==> src/design/pllc_pkg.sv <==
package pllc_pkg;
  localparam logic [3:0] PLLC_ADDR_CTRL = 4'h0;
  localparam logic [3:0] PLLC_ADDR_BW = 4'h1;
  localparam logic [3:0] PLLC_ADDR_STAT = 4'h2;
  localparam logic [3:0] PLLC_ADDR_MASK = 4'h3;
  localparam logic [3:0] PLLC_ADDR_SYS = 4'h4;
  // Control register fields
  localparam int PLLC_CTRL_IE = 7;
  localparam int PLLC_CTRL_FLAG = 6;
  localparam int PLLC_CTRL_ON = 5;
  localparam int PLLC_CTRL_BCS = 4;
  localparam logic [3:0] PLLC_CTRL_UNUSED = 4'hf;
  // Bandwidth register fields
  localparam int PLLC_BW_AUTO = 7;
  localparam int PLLC_BW_LOCK = 6;
  localparam int PLLC_BW_TRK = 5;
  // System register fields
  localparam int PLLC_SYS_BREAK_CLEAR_ENABLE = 0;
  localparam int PLLC_SYS_BRK = 1;
  localparam int PLLC_SYS_WAIT = 2;
  localparam int PLLC_SYS_STOP = 3;
  // Event status bits
  localparam int PLLC_EV_LOCK_RISE = 0;
  localparam int PLLC_EV_LOCK_FALL = 1;
  localparam int PLLC_EV_TRK = 2;
  localparam int PLLC_EV_SWITCH = 3;
  localparam int PLLC_EV_W = 4;
  localparam logic PLLC_ON_RST = 1'b1;
  localparam int PLLC_SWITCH_CYCLES = 3;
  localparam logic [31:0] PLLC_RDATA_BAD = 32'hdeadbeef;

  typedef struct packed {
    logic lock;
    logic trk;
  } pllc_loop_type;

  typedef struct packed {
    logic read;
    logic write;
    logic [3:0] address;
    logic [31:0] writedata;
  } pllc_req_type;
endpackage : pllc_pkg

==> src/design/pllc_top.sv <==
// The implementer's own choices: the register addresses and the Avalon-MM slave port.
`timescale 1ns/10ps
module pllc_top (
  input wire logic clk,
  input wire logic resetn,
  input wire logic [3:0] address,
  input wire logic read,
  input wire logic write,
  input wire logic [31:0] writedata,
  output logic [31:0] readdata,
  output logic waitrequest,
  output logic irq,
  input wire logic loop_locked,
  input wire logic loop_tracking,
  input wire logic vco_clock,
  input wire logic crystal_clock,
  output logic pll_enable,
  output logic osc_enable,
  output logic base_clock_select,
  output logic base_clock_output,
  output logic pll_irq_req
);
  pllc_pkg::pllc_req_type req;
  pllc_pkg::pllc_loop_type loop;
  logic pll_irq_enable_r;
  logic pll_change_flag_r;
  logic pll_power_on_r;
  logic base_clock_select_r;
  logic auto_r;
  logic trk_manual_r;
  logic break_clear_enable_r;
  logic in_break_r;
  logic in_wait_r;
  logic in_stop_r;
  logic [pllc_pkg::PLLC_EV_W-1:0] stat_r;
  logic [pllc_pkg::PLLC_EV_W-1:0] mask_r;
  logic [pllc_pkg::PLLC_EV_W-1:0] ev;
  logic ack_r;
  logic waitrequest_r;
  logic [31:0] readdata_r;
  logic irq_r;
  logic pll_irq_req_r;
  logic pll_enable_r;
  logic osc_enable_r;
  logic bco_r;
  logic div_x_r;
  logic div_v_r;
  logic lock_rise;
  logic lock_fall;
  logic trk_rise;
  logic sw_busy;
  logic sw_done;
  logic sel_eff;
  logic ctrl_rd;
  logic ctrl_wr;
  logic flag_clr;
  logic [7:0] ctrl_val;
  logic [7:0] bw_val;

  function automatic logic hit(input pllc_pkg::pllc_req_type r, input logic [3:0] a);
    hit = (r.read | r.write) && (r.address == a);
  endfunction : hit

  assign req = '{read: read, write: write, address: address, writedata: writedata};
  assign loop = '{lock: loop_locked, trk: loop_tracking};

  pllc_edge lock_det (
    .clk(clk),
    .resetn(resetn),
    .sig(loop.lock),
    .rise(lock_rise),
    .fall(lock_fall)
  );

  pllc_edge trk_det (
    .clk(clk),
    .resetn(resetn),
    .sig(loop.trk),
    .rise(trk_rise),
    .fall()
  );

  pllc_switch sw (
    .clk(clk),
    .resetn(resetn),
    .sel(base_clock_select_r),
    .stop(in_stop_r),
    .busy(sw_busy),
    .done(sw_done),
    .sel_eff(sel_eff)
  );

  // Access completes when ack_r is high, one wait state on every access
  assign ctrl_rd = req.read && hit(req, pllc_pkg::PLLC_ADDR_CTRL) && ack_r;
  assign ctrl_wr = req.write && hit(req, pllc_pkg::PLLC_ADDR_CTRL) && ack_r;
  // Break protects the flag unless clear is allowed
  assign flag_clr = ctrl_rd && (!in_break_r || break_clear_enable_r);

  logic lock_s_r;
  logic trk_s_r;
  function automatic logic loop_lock_q();
    loop_lock_q = lock_s_r & auto_r;
  endfunction : loop_lock_q
  function automatic logic trk_q();
    trk_q = trk_s_r;
  endfunction : trk_q

  // Lock only has meaning in auto mode; outside it the tracking bit reads back trk_manual_r
  always_comb begin
    ctrl_val = {pll_irq_enable_r & auto_r, pll_change_flag_r & auto_r,
                pll_power_on_r, base_clock_select_r, pllc_pkg::PLLC_CTRL_UNUSED};
    bw_val = {auto_r, loop_lock_q(), auto_r ? trk_q() : trk_manual_r, 5'h00};
  end

  always_ff @(posedge clk or negedge resetn) begin
    if (!resetn) begin
      lock_s_r <= 1'b0;
      trk_s_r <= 1'b0;
    end else begin
      if (lock_rise) lock_s_r <= 1'b1;
      else if (lock_fall) lock_s_r <= 1'b0;
      if (trk_rise) trk_s_r <= 1'b1;
      else if (lock_fall && !loop.trk) trk_s_r <= 1'b0;
    end
  end

  // Bus handshake
  always_ff @(posedge clk or negedge resetn) begin
    if (!resetn) begin
      ack_r <= 1'b0;
      waitrequest_r <= 1'b1;
    end else begin
      ack_r <= (req.read | req.write) && !ack_r;
      // Own flop so the bus never sees an inverter glitch
      waitrequest_r <= !((req.read | req.write) && !ack_r);
    end
  end
  assign waitrequest = waitrequest_r;

  always_ff @(posedge clk or negedge resetn) begin
    if (!resetn) begin
      readdata_r <= 32'h0000_0000;
    end else if (req.read && !ack_r) begin
      case (req.address)
        pllc_pkg::PLLC_ADDR_CTRL: readdata_r <= {24'h000000, ctrl_val};
        pllc_pkg::PLLC_ADDR_BW: readdata_r <= {24'h000000, bw_val};
        pllc_pkg::PLLC_ADDR_STAT: readdata_r <= {28'h0000000, stat_r};
        pllc_pkg::PLLC_ADDR_MASK: readdata_r <= {28'h0000000, mask_r};
        pllc_pkg::PLLC_ADDR_SYS: readdata_r <= {28'h0000000, in_stop_r, in_wait_r,
                                               in_break_r, break_clear_enable_r};
        default: readdata_r <= pllc_pkg::PLLC_RDATA_BAD;
      endcase
    end
  end
  assign readdata = readdata_r;

  // Control register with select and power interlock
  always_ff @(posedge clk or negedge resetn) begin
    if (!resetn) begin
      pll_irq_enable_r <= 1'b0;
      pll_power_on_r <= pllc_pkg::PLLC_ON_RST;
      base_clock_select_r <= 1'b0;
    end else if (ctrl_wr) begin
      if (auto_r) pll_irq_enable_r <= req.writedata[pllc_pkg::PLLC_CTRL_IE];
      // Select needs power on already; lock is not checked
      base_clock_select_r <= req.writedata[pllc_pkg::PLLC_CTRL_BCS]
                             & pll_power_on_r;
      pll_power_on_r <= req.writedata[pllc_pkg::PLLC_CTRL_ON]
                        | base_clock_select_r;
    end
  end

  // Change flag, set wins over a read clear
  always_ff @(posedge clk or negedge resetn) begin
    if (!resetn) begin
      pll_change_flag_r <= 1'b0;
    end else if (auto_r && (lock_rise || lock_fall)) begin
      pll_change_flag_r <= 1'b1;
    end else if (flag_clr) begin
      pll_change_flag_r <= 1'b0;
    end
  end

  // Bandwidth and system control
  always_ff @(posedge clk or negedge resetn) begin
    if (!resetn) begin
      auto_r <= 1'b0;
      trk_manual_r <= 1'b0;
      break_clear_enable_r <= 1'b0;
      in_break_r <= 1'b0;
      in_wait_r <= 1'b0;
      in_stop_r <= 1'b0;
      mask_r <= '0;
    end else if (req.write && ack_r) begin
      case (req.address)
        pllc_pkg::PLLC_ADDR_BW: begin
          auto_r <= req.writedata[pllc_pkg::PLLC_BW_AUTO];
          if (!auto_r) trk_manual_r <= req.writedata[pllc_pkg::PLLC_BW_TRK];
        end
        pllc_pkg::PLLC_ADDR_MASK: mask_r <= req.writedata[pllc_pkg::PLLC_EV_W-1:0];
        pllc_pkg::PLLC_ADDR_SYS: begin
          break_clear_enable_r <= req.writedata[pllc_pkg::PLLC_SYS_BREAK_CLEAR_ENABLE];
          in_break_r <= req.writedata[pllc_pkg::PLLC_SYS_BRK];
          in_wait_r <= req.writedata[pllc_pkg::PLLC_SYS_WAIT];
          in_stop_r <= req.writedata[pllc_pkg::PLLC_SYS_STOP];
        end
        default: ;
      endcase
    end
  end

  // Sticky event status, set beats write-one clear
  always_comb begin
    ev = '0;
    ev[pllc_pkg::PLLC_EV_LOCK_RISE] = auto_r & lock_rise;
    ev[pllc_pkg::PLLC_EV_LOCK_FALL] = auto_r & lock_fall;
    ev[pllc_pkg::PLLC_EV_TRK] = auto_r & trk_rise;
    ev[pllc_pkg::PLLC_EV_SWITCH] = sw_done;
  end

  always_ff @(posedge clk or negedge resetn) begin
    if (!resetn) begin
      stat_r <= '0;
    end else if (req.write && ack_r && req.address == pllc_pkg::PLLC_ADDR_STAT) begin
      stat_r <= (stat_r & ~req.writedata[pllc_pkg::PLLC_EV_W-1:0]) | ev;
    end else begin
      stat_r <= stat_r | ev;
    end
  end

  always_ff @(posedge clk or negedge resetn) begin
    if (!resetn) begin
      irq_r <= 1'b0;
      pll_irq_req_r <= 1'b0;
    end else begin
      irq_r <= |(stat_r & mask_r);
      pll_irq_req_r <= auto_r & pll_irq_enable_r & pll_change_flag_r;
    end
  end
  assign irq = irq_r;
  assign pll_irq_req = pll_irq_req_r;

  // Wait changes nothing here; only stop gates the generator
  always_ff @(posedge clk or negedge resetn) begin
    if (!resetn) begin
      pll_enable_r <= 1'b0;
      osc_enable_r <= 1'b0;
    end else begin
      pll_enable_r <= pll_power_on_r & ~in_stop_r;
      osc_enable_r <= ~in_stop_r;
    end
  end
  assign pll_enable = pll_enable_r;
  assign osc_enable = osc_enable_r;
  assign base_clock_select = sel_eff;

  // Divide-by-two of each source, sampled as synchronous inputs
  always_ff @(posedge clk or negedge resetn) begin
    if (!resetn) begin
      div_x_r <= 1'b0;
      div_v_r <= 1'b0;
      bco_r <= 1'b0;
    end else if (in_stop_r) begin
      div_x_r <= 1'b0;
      div_v_r <= 1'b0;
      bco_r <= 1'b0;
    end else begin
      if (crystal_clock) div_x_r <= ~div_x_r;
      if (vco_clock) div_v_r <= ~div_v_r;
      if (!sw_busy) bco_r <= sel_eff ? div_v_r : div_x_r;
    end
  end
  assign base_clock_output = bco_r;
endmodule : pllc_top

==> src/design/pllc_edge.sv <==
`timescale 1ns/10ps
module pllc_edge (
  input wire logic clk,
  input wire logic resetn,
  input wire logic sig,
  output logic rise,
  output logic fall
);
  logic s1_r;
  logic s2_r;
  logic prev_r;

  always_ff @(posedge clk or negedge resetn) begin
    if (!resetn) begin
      s1_r <= 1'b0;
      s2_r <= 1'b0;
      prev_r <= 1'b0;
    end else begin
      s1_r <= sig;
      s2_r <= s1_r;
      prev_r <= s2_r;
    end
  end

  assign rise = s2_r & ~prev_r;
  assign fall = ~s2_r & prev_r;
endmodule : pllc_edge

==> src/design/pllc_switch.sv <==
`timescale 1ns/10ps
module pllc_switch #(
  parameter int CYCLES = pllc_pkg::PLLC_SWITCH_CYCLES
) (
  input wire logic clk,
  input wire logic resetn,
  input wire logic sel,
  input wire logic stop,
  output logic busy,
  output logic done,
  output logic sel_eff
);
  logic [3:0] cnt_r;
  logic sel_r;

  // Counts on the bus clock as a stand-in for both sources
  always_ff @(posedge clk or negedge resetn) begin
    if (!resetn) begin
      cnt_r <= 4'h0;
      sel_r <= 1'b0;
    end else if (stop) begin
      cnt_r <= 4'h0;
      sel_r <= sel;
    end else if (cnt_r != 4'h0) begin
      cnt_r <= cnt_r - 4'h1;
      if (cnt_r == 4'h1) begin
        sel_r <= sel;
      end
    end else if (sel != sel_r) begin
      cnt_r <= 4'(2 * CYCLES);
    end
  end

  assign busy = (cnt_r != 4'h0) || (sel != sel_r);
  assign done = (cnt_r == 4'h1);
  assign sel_eff = sel_r;
endmodule : pllc_switch

==> config.mk <==
export PLATFORM = sky130hd
export DESIGN_NAME = pllc_top
export DESIGN_NICKNAME = d
export VERILOG_FILES = /design/src/design/pllc_pkg.sv /design/src/design/pllc_top.sv /design/src/design/pllc_edge.sv /design/src/design/pllc_switch.sv
export SDC_FILE = /design/constraint.sdc
export NUM_CORES = 1
export LEC_CHECK = 0
export BUFFER_PORTS_ARGS = -buffer_cell sky130_fd_sc_hd__buf_2
export CAP_MARGIN = 20
export CORE_UTILIZATION = 54
export CTS_CLUSTER_SIZE = 24
export DETAILED_ROUTE_END_ITERATION = 8
export PLACE_DENSITY = 0.85
export SYNTH_ARGS = -nofsm -noshare
export SYNTH_HDL_FRONTEND = slang
export SYNTH_HIERARCHICAL = 1
export SYNTH_SLANG_ARGS = --single-unit
==> constraint.sdc <==
create_clock -name clk -period 2.5 [get_ports clk]
set_input_delay 0.375 -clock clk [delete_from_list [all_inputs] [get_ports clk]]
set_output_delay 0.375 -clock clk [all_outputs]
set_load 0.05 [all_outputs]
# Yosys cells after proc, flatten, opt, wreduce, memory -nomap -nowiden
# Cells that the tools add are included.
# totals
ff_bits	72
latchBits	0
ramBits	0
rom_bits	0
memories	0
# op_classes
addsub	1
n_mul	0
n_div	0
order_cmp	0
n_eq_ne	7
n_shift	0
mux	22
bitwise_logic	26
n_reduce_logical	36
# ops
cell	n
32-bit one-hot mux with 5 select lines	1
1-bit two-way mux	17
4-bit two-way mux	4
2-bit nonzero test	7
1-bit bitwise AND	12
1-bit logical AND	12
2-bit AND reduction	5
4-bit bitwise AND	2
4-bit by 1-bit equality test with 1-bit output (second input constant)	2
4-bit by 2-bit equality test with 1-bit output (second input constant)	2
4-bit OR	2
1-bit inverter	7
4-bit by 3-bit equality test with 1-bit output (second input constant)	1
1-bit zero test	4
4-bit zero test	1
4-bit inverter	1
4-bit nonzero test	1
4-bit OR reduction	1
4-bit by 1-bit subtractor with 4-bit output (second input constant)	1
1-bit logical OR	3
3-bit AND reduction	1
3-bit nonzero test	1
2-bit inequality test (second input constant)	1
1-bit OR	2
1-bit inequality test	1

# Longest topological paths before layout
# Gate-level depths: netlist of run 1.
# depth
word_depth	7
ltp_mapped	5
depth_no_buf	5

# Cells and area by module
# Netlist of run 1, hierarchy kept.
# modules_own_cells
module	n_inst	cells_each	area_per_inst_um2	seq_area_each_um2
pllc_top	1	179	1979.4	953.4
pllc_switch	1	26	296.5	125.1
pllc_edge	2	5	90.1	75.1

# Worst setup path before layout of run 1
# Ideal clock, no wire load.
# synth_timing
path_kind	reg2out
start	register, netlist name readdata[30]
end	output readdata[10]
arrival_ns	1.167
slack_ns	0.958
stages_incl_launch_ff	2
path_buffers	1
path_cell_list	dfrtp_1 > buf_4
# synth_lines
element	line_no	source
end, declared	pllc_top.sv:10	output logic [31:0] readdata,

==> metrics.cfg, run 1 <==
[worst_setup_path]
timing.setup.critical_path_class = reg -> out
path_max_fanout = 18
cp_data_required_time_ns = 2.12
cpMaxStageDelayCell = dfrtp_1
cp.buffers_inverters = 1
critPathMaxStageDelay_ns = 0.56
cp-start-kind = flop
worst_setup_path_end_kind = primary output
cp.arrival_ns = 1.20
crit_family = flip-flops
path_cells = buf_2

[clock_tree]
clock_latency_ns = 0.31
cts-root-buf = clkbuf_8
post_cts_buffers = 0
cts_buffers = 5
cts_tree = built
cts_hold_buf = 0
clk_path_buf_depth = 2
cts-resized-gates = 0
cts_num_sinks = 49
htreeDepth = 2
clkSlewWorstSetupHoldPaths_ns = 0.09

[synthesis]
synth_area_mm2 = 0.00245
syn_area_per_cell_um2 = 11.4
synthCells = 214
yosysWarnings = 6

[placement]
io_buffers = 50
place_hpwl_mm = 3.24
gp_congestion = 0.804
placed_area_mm2 = 0.00258

[die]
row_count = 24
die-width_um = 69.3
core-area_mm2 = 0.00435
dieArea_mm2 = 0.00481
start_util_pct = 56.2
io_pins = 83
die_h_um = 69.3

[detailed_routing]
totalWireLength_mm = 4.42
viasPerCell = 5.45
ant_nets = 0
routedWlPerCell_um = 14.6
detail_route.iter0.violations = 166
drc = 0
vias = 1646
first_pass_iters = 4

[timing]
tightest_slew_ns = 0.815
slew_headroom_pct = 45.7
rsz0062_at_grt = no
hold_violations = 0
finClkSkew_ns = 0.00899
finalSetupTns_ns = 0
drv_slew = 0
min_period_over_period_pct = 62.9
clock.fmax_mhz = 636
fin_crit_ns = 1.57
setup_viol = 0

[power_and_ir_drop]
ir_worst_vdd_mv = 0.391
p_sw_share_pct = 41.3
power_density_mw_per_mm2 = 956
p_leak_nw = 1.24
power_frac_comb_pct = 37.2
power_frac_clock_pct = 17.9
p_int_mw = 1.50
power.net_switching_mw = 1.05
p_total_mw = 2.55
p_seq_share_pct = 44.9

[final_layout]
diodes = 0
area.growth.synth_to_final_pct = 8.95
mostFrequentLayoutCell = buf_2
layout_common_cells = buf_2, dfrtp_1, nor2_1
multiInputGateArea_um2 = 983
fill_cells = 350
drive_gt1_share_pct = 37.2
seq_area_mm2 = 0.00123
finalInstanceArea_mm2 = 0.00267
layout.nets = 295

[global_route]
grt_max_degree = 39
antenna_found_initial = 0
grt_pass1_wl_mm = 7.38
overflow = 0
grt_usage_pct = 19.8
grt_pass1_vias = 1560

[outcome]
status = finished, final reports clean

[job]
cap_violations = 0

[min_path]
hold_path.class = in -> async

per-layer routing:
| layer | GRT usage, % | up-vias | routed length, µm |
|---|---|---|---|
| met4 | 8.16 | 0 | 59 |
| met5 | 0 | - | 0 |
| met2 | 30.1 | 57 | 2080 |
| met1 | 26.9 | 795 | 2050 |
| li1 | - | 788 | - |
| met3 | 5.38 | 6 | 234 |
final timing paths:
kind	from	endpoint	slack, ns	cells past startpoint
min in group clk	loop_locked	lock_det/s1_r	0.17	1
worst min register to register	lock_det/s1_r	lock_det/s2_r	0.35	0
max in group asynchronous	resetn	sw/sel_eff	1.73	2
worst min-delay path	resetn	sw/cnt_r[3]	0.15	1
worst max-delay path	readdata[30]	readdata[13]	0.93	1
worst max register to register	sw/cnt_r[0]	sw/sel_eff	0.97	5
sequential cells by signal, indices dropped and copies added (netlist names), 4 cells and up:
| name | cells |
|---|---|
| mask_r | 4 |
| stat_r | 4 |
| readdata | 9 |
| sw/cnt_r | 4 |
power by group through the flow:
stage / Clock [mW] / Sequential, mW / Combinational (mW)
finish: 0.455 / 1.14 / 0.949
detailed placement: 0 / 1.16 / 0.950
CTS: 0.472 / 1.14 / 0.953
global placement: 0 / 1.15 / 0.923
floorplan: 0 / 1.30 / 0.643
global route: 0.496 / 1.17 / 1.01
area by class of cell:
class                           count  area share [%]
Clock buffer                        5            2.58
Tap cell                           52            2.44
Inverter                            8            1.13
Sequential cell                    49            46.1
Multi-Input combinational cell    132            36.9
Clock inverter                      3           0.657
Timing Repair Buffer               53            10.2
per-stage QoR:
| stage | worst slack (ns) | hold slack (ns) | util (%) | instances |
|---|---|---|---|---|
| 2_1_floorplan | 0.958 | 0.0794 | - | 220 |
| 3_3_place_gp | 0.796 | 0.333 | 59.3 | 294 |
| 3_5_place_dp | 0.780 | 0.337 | 59.3 | 294 |
| 4_1_cts | 0.892 | 0.161 | 61.2 | 302 |
| 5_1_grt | 0.838 | 0.161 | 61.2 | 302 |
| 6_report | 0.927 | 0.154 | 61.2 | 302 |
(Power assumes the default switching activity.)
==> inputs of run 2 (changes only) <==
--- a/config.mk
+++ b/config.mk
@@ -7,10 +7,10 @@
 export LEC_CHECK = 0
 export BUFFER_PORTS_ARGS = -buffer_cell sky130_fd_sc_hd__buf_2
 export CAP_MARGIN = 20
-export CORE_UTILIZATION = 54
+export CORE_UTILIZATION = 45
 export CTS_CLUSTER_SIZE = 24
 export DETAILED_ROUTE_END_ITERATION = 8
-export PLACE_DENSITY = 0.85
+export PLACE_DENSITY = 0.76
 export SYNTH_ARGS = -nofsm -noshare
 export SYNTH_HDL_FRONTEND = slang
 export SYNTH_HIERARCHICAL = 1
==> constraint.sdc (replaced) <==
create_clock -name clk -period 1.3 [get_ports clk]
set_input_delay 0.195 -clock clk [delete_from_list [all_inputs] [get_ports clk]]
set_output_delay 0.195 -clock clk [all_outputs]
set_load 0.05 [all_outputs]
==> run 2 against run 1 <==
  * The run now ends with setup timing left
  * Non-clock buffer count is 20 higher
  * Clock power is 150% higher
  * Die area is 19% higher
  * First-iteration DRC count is 31% lower
  * Sequential share of layout area is 6.0 points lower
  * Largest cell class unchanged
==> metrics.cfg, run 2 (synthesized netlist as in run 1, its figures left out) <==
[worst_setup_path]
cp_data_required_time_ns = 1.50  ; was 2.12 ns
cp-start-kind = flop  ; unchanged
worst_setup_path_end_kind = flop  ; was primary output
path_max_fanout = 4  ; was 18
timing.setup.critical_path_class = reg -> reg  ; was reg -> out
crit_family = simple AND/OR/NAND/NOR gates  ; was flip-flops
cp.buffers_inverters = 0  ; was 1
path_cells = and4bb_4 > and3_4 > mux2_4  ; was buf_2
cpMaxStageDelayCell = dfrtp_1  ; unchanged
critPathMaxStageDelay_ns = 0.40  ; was 0.56 ns
rrSetupSlack_ns = -0.05  ; was 0.97 ns
cp.arrival_ns = 1.55  ; was 1.20 ns

[timing]
slew_headroom_pct = 64.2  ; was 45.7%
finClkSkew_ns = 0.0103  ; was 0.00899 ns
fin_crit_ns = 1.35
setup_viol = 12  ; was 0
rsz0062_at_grt = yes  ; was no
setup_ws_ns = -0.0508  ; was 0.927 ns
hold_violations = 0  ; unchanged
timing.hold.ws_ns = 0.0163  ; was 0.154 ns
min_period_over_period_pct = 104
finalSetupTns_ns = -0.321  ; was 0 ns
clock.fmax_mhz = 740
drv_slew = 0  ; unchanged
tightest_slew_ns = 0.536  ; was 0.815 ns

[detailed_routing]
vias = 1705  ; was 1646
first_pass_iters = 4  ; unchanged
drc = 0  ; unchanged
routedWlPerCell_um = 13.7  ; was 14.6 µm
totalWireLength_mm = 4.66  ; was 4.42 mm
viasPerCell = 5.01  ; was 5.45
detail_route.iter0.violations = 115  ; was 166
ant_nets = 0  ; unchanged

[clock_tree]
htreeDepth = 2  ; unchanged
clock_latency_ns = 0.30  ; was 0.31 ns
cts-root-buf = clkbuf_8  ; unchanged
clkSlewWorstSetupHoldPaths_ns = 0.09  ; about the same
cts_buffers = 5  ; unchanged
cts_num_sinks = 49  ; unchanged
cts_tree = built  ; unchanged
clk_path_buf_depth = 2  ; unchanged

[die]
die-width_um = 75.7  ; was 69.3 µm
io_pins = 83  ; unchanged
start_util_pct = 47.3  ; was 56.2%
die_h_um = 75.7  ; was 69.3 µm
core-area_mm2 = 0.00517  ; was 0.00435 mm²
row_count = 26  ; was 24
dieArea_mm2 = 0.00574  ; was 0.00481 mm²

[outcome]
status = finished, violations left  ; was finished, final reports clean
violations = setup timing

[final_layout]
finalInstanceArea_mm2 = 0.00307  ; was 0.00267 mm²
area.growth.synth_to_final_pct = 25.6  ; was 8.95%
largest_reg_flops = 9  ; unchanged
fill_cells = 430  ; was 350
mostFrequentLayoutCell = dfrtp_1  ; was buf_2
diodes = 0  ; unchanged
layout_common_cells = dfrtp_1, buf_2, nor2_1  ; was buf_2, dfrtp_1, nor2_1
layout.nets = 315  ; was 295
drive_gt1_share_pct = 44.8  ; was 37.2%

[global_route]
antenna_found_initial = 0  ; unchanged
overflow = 0  ; unchanged
grt_pass1_vias = 1564  ; was 1560
grt_max_degree = 50  ; was 39
grt_usage_pct = 17.3  ; was 19.8%
grt_pass1_wl_mm = 7.27  ; was 7.38 mm

[placement]
place_hpwl_mm = 3.20  ; was 3.24 mm
place_ws_ns = -0.0419  ; was 0.780 ns
gp_congestion = 0.742  ; was 0.804
io_buffers = 50  ; unchanged
placed_area_mm2 = 0.00274  ; was 0.00258 mm²

[power_and_ir_drop]
ir_worst_vdd_mv = 0.741  ; was 0.391 mV
p_leak_nw = 1.45  ; was 1.24 nW
p_total_mw = 5.53  ; was 2.55 mW
power_density_mw_per_mm2 = 1800  ; was 956 mW/mm²

[job]
cap_violations = 0  ; unchanged

[min_path]
hold_path.class = in -> reg  ; was in -> async

[run 2: cell types whose count changed in the layout (fill, tap and decap cells not counted), moves of 3 or more]
cell,previous run,this run
mux2_4,6,11
buf_6,0,10
buf_4,3,17
mux2_2,9,4
buf_2,50,39
buf_12,0,3
[run 2: power breakdown]
part           internal [mW]  leakage (nW)  switching [mW]
clock                  0.628        0.0585           0.489
sequential              1.89         0.572           0.283
combinational          0.887         0.818            1.35
total                   3.40          1.45            2.13
[run 2: metrics by stage]
step	utilization (%)	std cells
after floorplan	-	220
final	59.4	340
after detailed placement	53.0	325
after global placement	53.0	325
after global routing	59.4	340
after CTS	56.3	337
[run 2: timing repair]
action / in CTS / in global routing
hold buffers: 2 / 0
setup endpoints to repair: 11 / 37
setup buffers: 2 / 3
pin swaps: 1 / 3
resized for setup: 6 / 45
endpoints found under the hold margin: 48 / 0
[run 2: path summary, 6_finish.rpt]
| check | startpoint | endpoint | cells after the start |
|---|---|---|---|
| max reg2reg | ack_r | mask_r[3] | 3 |
| min in group asynchronous | resetn | mask_r[0] | 3 |
| min reg2reg | lock_det/s1_r | lock_det/s2_r | 0 |
| max in group asynchronous | resetn | pll_power_on_r | 3 |
| min | loop_tracking | trk_det/s1_r | 1 |
| max | ack_r | mask_r[3] | 3 |
[run 2: layout make-up]
cell class              instances  area [µm²]  area share [%]
clock buffers                   7        86.3            2.81
repair buffers                 73         531            17.3
well taps                      70        87.6            2.85
flip-flops and latches         49        1230            40.1
clock inverters                 1        30.0           0.977
multi-input cells             132        1080            35.1
inverters                       8        30.0           0.977
[run 2: metal layers]
| layer | track usage, % | vias up | part of all wire (%) |
|---|---|---|---|
| met1 | 24.5 | 819 | 47 |
| met5 | 0 | - | 0 |
| li1 | - | 826 | - |
| met2 | 26.2 | 54 | 47 |
| met3 | 3.97 | 6 | 4.9 |
| met4 | 6.17 | 0 | 1.0 |
==> inputs of run 3 (changes only) <==
--- a/config.mk
+++ b/config.mk
@@ -7,10 +7,12 @@
 export LEC_CHECK = 0
 export BUFFER_PORTS_ARGS = -buffer_cell sky130_fd_sc_hd__buf_2
 export CAP_MARGIN = 20
-export CORE_UTILIZATION = 45
+export CELL_PAD_IN_SITES_DETAIL_PLACEMENT = 2
+export CELL_PAD_IN_SITES_GLOBAL_PLACEMENT = 2
+export CORE_UTILIZATION = 28
 export CTS_CLUSTER_SIZE = 24
 export DETAILED_ROUTE_END_ITERATION = 8
-export PLACE_DENSITY = 0.76
+export PLACE_DENSITY_LB_ADDON = 0.1
 export SYNTH_ARGS = -nofsm -noshare
 export SYNTH_HDL_FRONTEND = slang
 export SYNTH_HIERARCHICAL = 1
==> run 3 against run 2 <==
  * The run still ends with setup timing left
  * First-iteration DRC count shrank 43%
  * Wire length grew 34%
  * Cell count grew 14%
  * Clock skew grew 0.00087 ns
  * Highest routed layer unchanged
  * Maximum frequency grew 2.4%
  * Die area grew 59%
  * Critical path type unchanged
  * Largest power group unchanged
==> metrics.cfg, run 3 (synthesized netlist as in run 1, its figures left out) <==
[outcome]
status = finished, violations left  ; unchanged
violations = setup timing  ; unchanged

[worst_setup_path]
r2r_start = ack_r  ; unchanged
rrSetupSlack_ns = -0.02  ; was -0.05 ns
worst_setup_path_end_kind = flop  ; unchanged
cp-start-kind = flop  ; unchanged
reg2regPathDepth = 4  ; was 3
timing.setup.critical_path_class = reg -> reg  ; unchanged
worstReg2RegEnd = trk_manual_r  ; was mask_r[3]
cp_data_required_time_ns = 1.49  ; was 1.50 ns
path_max_fanout = 5  ; was 4
cp.arrival_ns = 1.51  ; was 1.55 ns

[job]
cap_violations = 0  ; unchanged

[clock_tree]
clock_latency_ns = 0.30  ; about the same
cts_tree = built  ; unchanged
cts_num_sinks = 49  ; unchanged
htreeDepth = 2  ; unchanged
clk_path_buf_depth = 2  ; unchanged
clkSlewWorstSetupHoldPaths_ns = 0.10  ; was 0.09 ns
cts_buffers = 5  ; unchanged
cts-root-buf = clkbuf_8  ; unchanged

[detailed_routing]
vias = 1793  ; was 1705
first_pass_iters = 4  ; unchanged
viasPerCell = 4.62  ; was 5.01
detail_route.iter0.violations = 66  ; was 115
drc = 0  ; unchanged
ant_nets = 0  ; unchanged
routedWlPerCell_um = 16.1  ; was 13.7 µm
totalWireLength_mm = 6.24  ; was 4.66 mm

[die]
io_pins = 83  ; unchanged
die-width_um = 95.5  ; was 75.7 µm
core-area_mm2 = 0.00834  ; was 0.00517 mm²
die_h_um = 95.5  ; was 75.7 µm
row_count = 33  ; was 26
dieArea_mm2 = 0.00912  ; was 0.00574 mm²
start_util_pct = 29.3  ; was 47.3%

[global_route]
grt_usage_pct = 14.4  ; was 17.3%
antenna_found_initial = 0  ; unchanged
grt_pass1_vias = 1839  ; was 1564
overflow = 0  ; unchanged
grt_pass1_wl_mm = 9.80  ; was 7.27 mm
grt_max_degree = 37  ; was 50

[min_path]
worstHoldEndpoint = mask_r[0]  ; was trk_det/s1_r
whs_path_depth = 2  ; was 1
hold_path.class = in -> reg  ; unchanged
hp-start = writedata[0]  ; was loop_tracking

[timing]
finClkSkew_ns = 0.0112  ; was 0.0103 ns
drv_slew = 0  ; unchanged
rsz0062_at_grt = yes  ; unchanged
min_period_over_period_pct = 102  ; was 104%
setup_ws_ns = -0.0196  ; was -0.0508 ns
finalSetupTns_ns = -0.0923  ; was -0.321 ns
clock.fmax_mhz = 758  ; was 740 MHz
setup_viol = 6  ; was 12
hold_violations = 0  ; unchanged
fin_crit_ns = 1.32  ; was 1.35 ns
tightest_slew_ns = 0.498  ; was 0.536 ns
slew_headroom_pct = 66.7  ; was 64.2%

[placement]
gp_congestion = 0.713  ; was 0.742
placed_cells = 372  ; was 325
place_hpwl_mm = 4.55  ; was 3.20 mm
place_ws_ns = -0.0473  ; was -0.0419 ns
io_buffers = 50  ; unchanged

[final_layout]
area.growth.synth_to_final_pct = 31.1  ; was 25.6%
layout_common_cells = dfrtp_1, buf_2, buf_4  ; was dfrtp_1, buf_2, nor2_1
drive_gt1_share_pct = 47.7  ; was 44.8%
largest_reg_flops = 9  ; unchanged
mostFrequentLayoutCell = dfrtp_1  ; unchanged
diodes = 0  ; unchanged
layout.nets = 328  ; was 315
finalNonFillerCells = 388  ; was 340

[power_and_ir_drop]
p_int_mw = 3.26  ; was 3.40 mW
ir_worst_vdd_mv = 0.865  ; was 0.741 mV
p_sw_share_pct = 40.9  ; was 38.4%
power_frac_comb_pct = 44.1  ; was 40.5%
power.net_switching_mw = 2.26  ; was 2.13 mW
p_leak_nw = 1.51  ; was 1.45 nW
power_frac_clock_pct = 16.1  ; was 20.2%
p_seq_share_pct = 39.8  ; was 39.3%
power_density_mw_per_mm2 = 1720  ; was 1800 mW/mm²

## run 3: area by class of cell
type	count	area, µm²
clock inverter	1	5.00
inverter	8	30.0
sequential	49	1230
tap	105	131
fill	907	5130
clock buffer	7	76.3
timing repair buffer	86	659
multi-input combinational	132	1080
## run 3: critical path, cell delays in order, from the launching register on
cell and delay [ns]:
dfrtp_1 0.39, and4bb_4 0.29, buf_6 0.15, nand3b_4 0.08
mux2_4 0.31
## run 3: timing repair
action,in CTS,in global routing
hold buffers,2,1
pin swaps,2,6
buffers inserted,3,2
endpoints found under the setup margin,29,38
resized for setup,16,40
endpoints found under the hold margin,48,1
cloned,0,0
## run 3: worst max-delay path by stage
stage | startpoint | endpoint | slack (ns) | cells after the start
after global placement | address[2] | mask_r[1] | -0.04 | 4
after global routing | ack_r | trk_manual_r | -0.07 | 4
after detailed placement | sw/cnt_r[0] | sw/sel_eff | -0.05 | 5
final | ack_r | trk_manual_r | -0.02 | 4
after floorplan | sw/cnt_r[0] | sw/sel_eff | -0.04 | 5
after CTS | readdata[30] | readdata[11] | -0.05 | 1
## run 3: power by group through the flow
stage                     combinational [mW]  clock [mW]  sequential [mW]
after floorplan                         1.24           0             2.51
after global placement                  2.08           0             2.21
after detailed placement                2.11           0             2.23
after CTS                               2.19       0.949             2.20
after global routing                    2.63       0.997             2.25
final                                   2.43       0.890             2.20
## run 3: metal layers
layer,global-route usage [%],up-vias,share of wire (%)
met2,24.0,44,49
met3,2.71,7,3.5
met5,0,-,0
met1,19.2,891,46
li1,-,851,-
met4,3.73,0,0.99
## run 3: per-stage QoR
step	instance area, µm²	power [mW]	util [%]	hold slack (ns)
finish	3210	5.52	38.5	0.145
global route	3210	5.87	38.5	0.147
floorplan	2480	3.75	-	-0.101
global placement	2880	4.28	34.5	0.194
detailed placement	2880	4.33	34.5	0.192
CTS	3050	5.34	36.6	0.000117
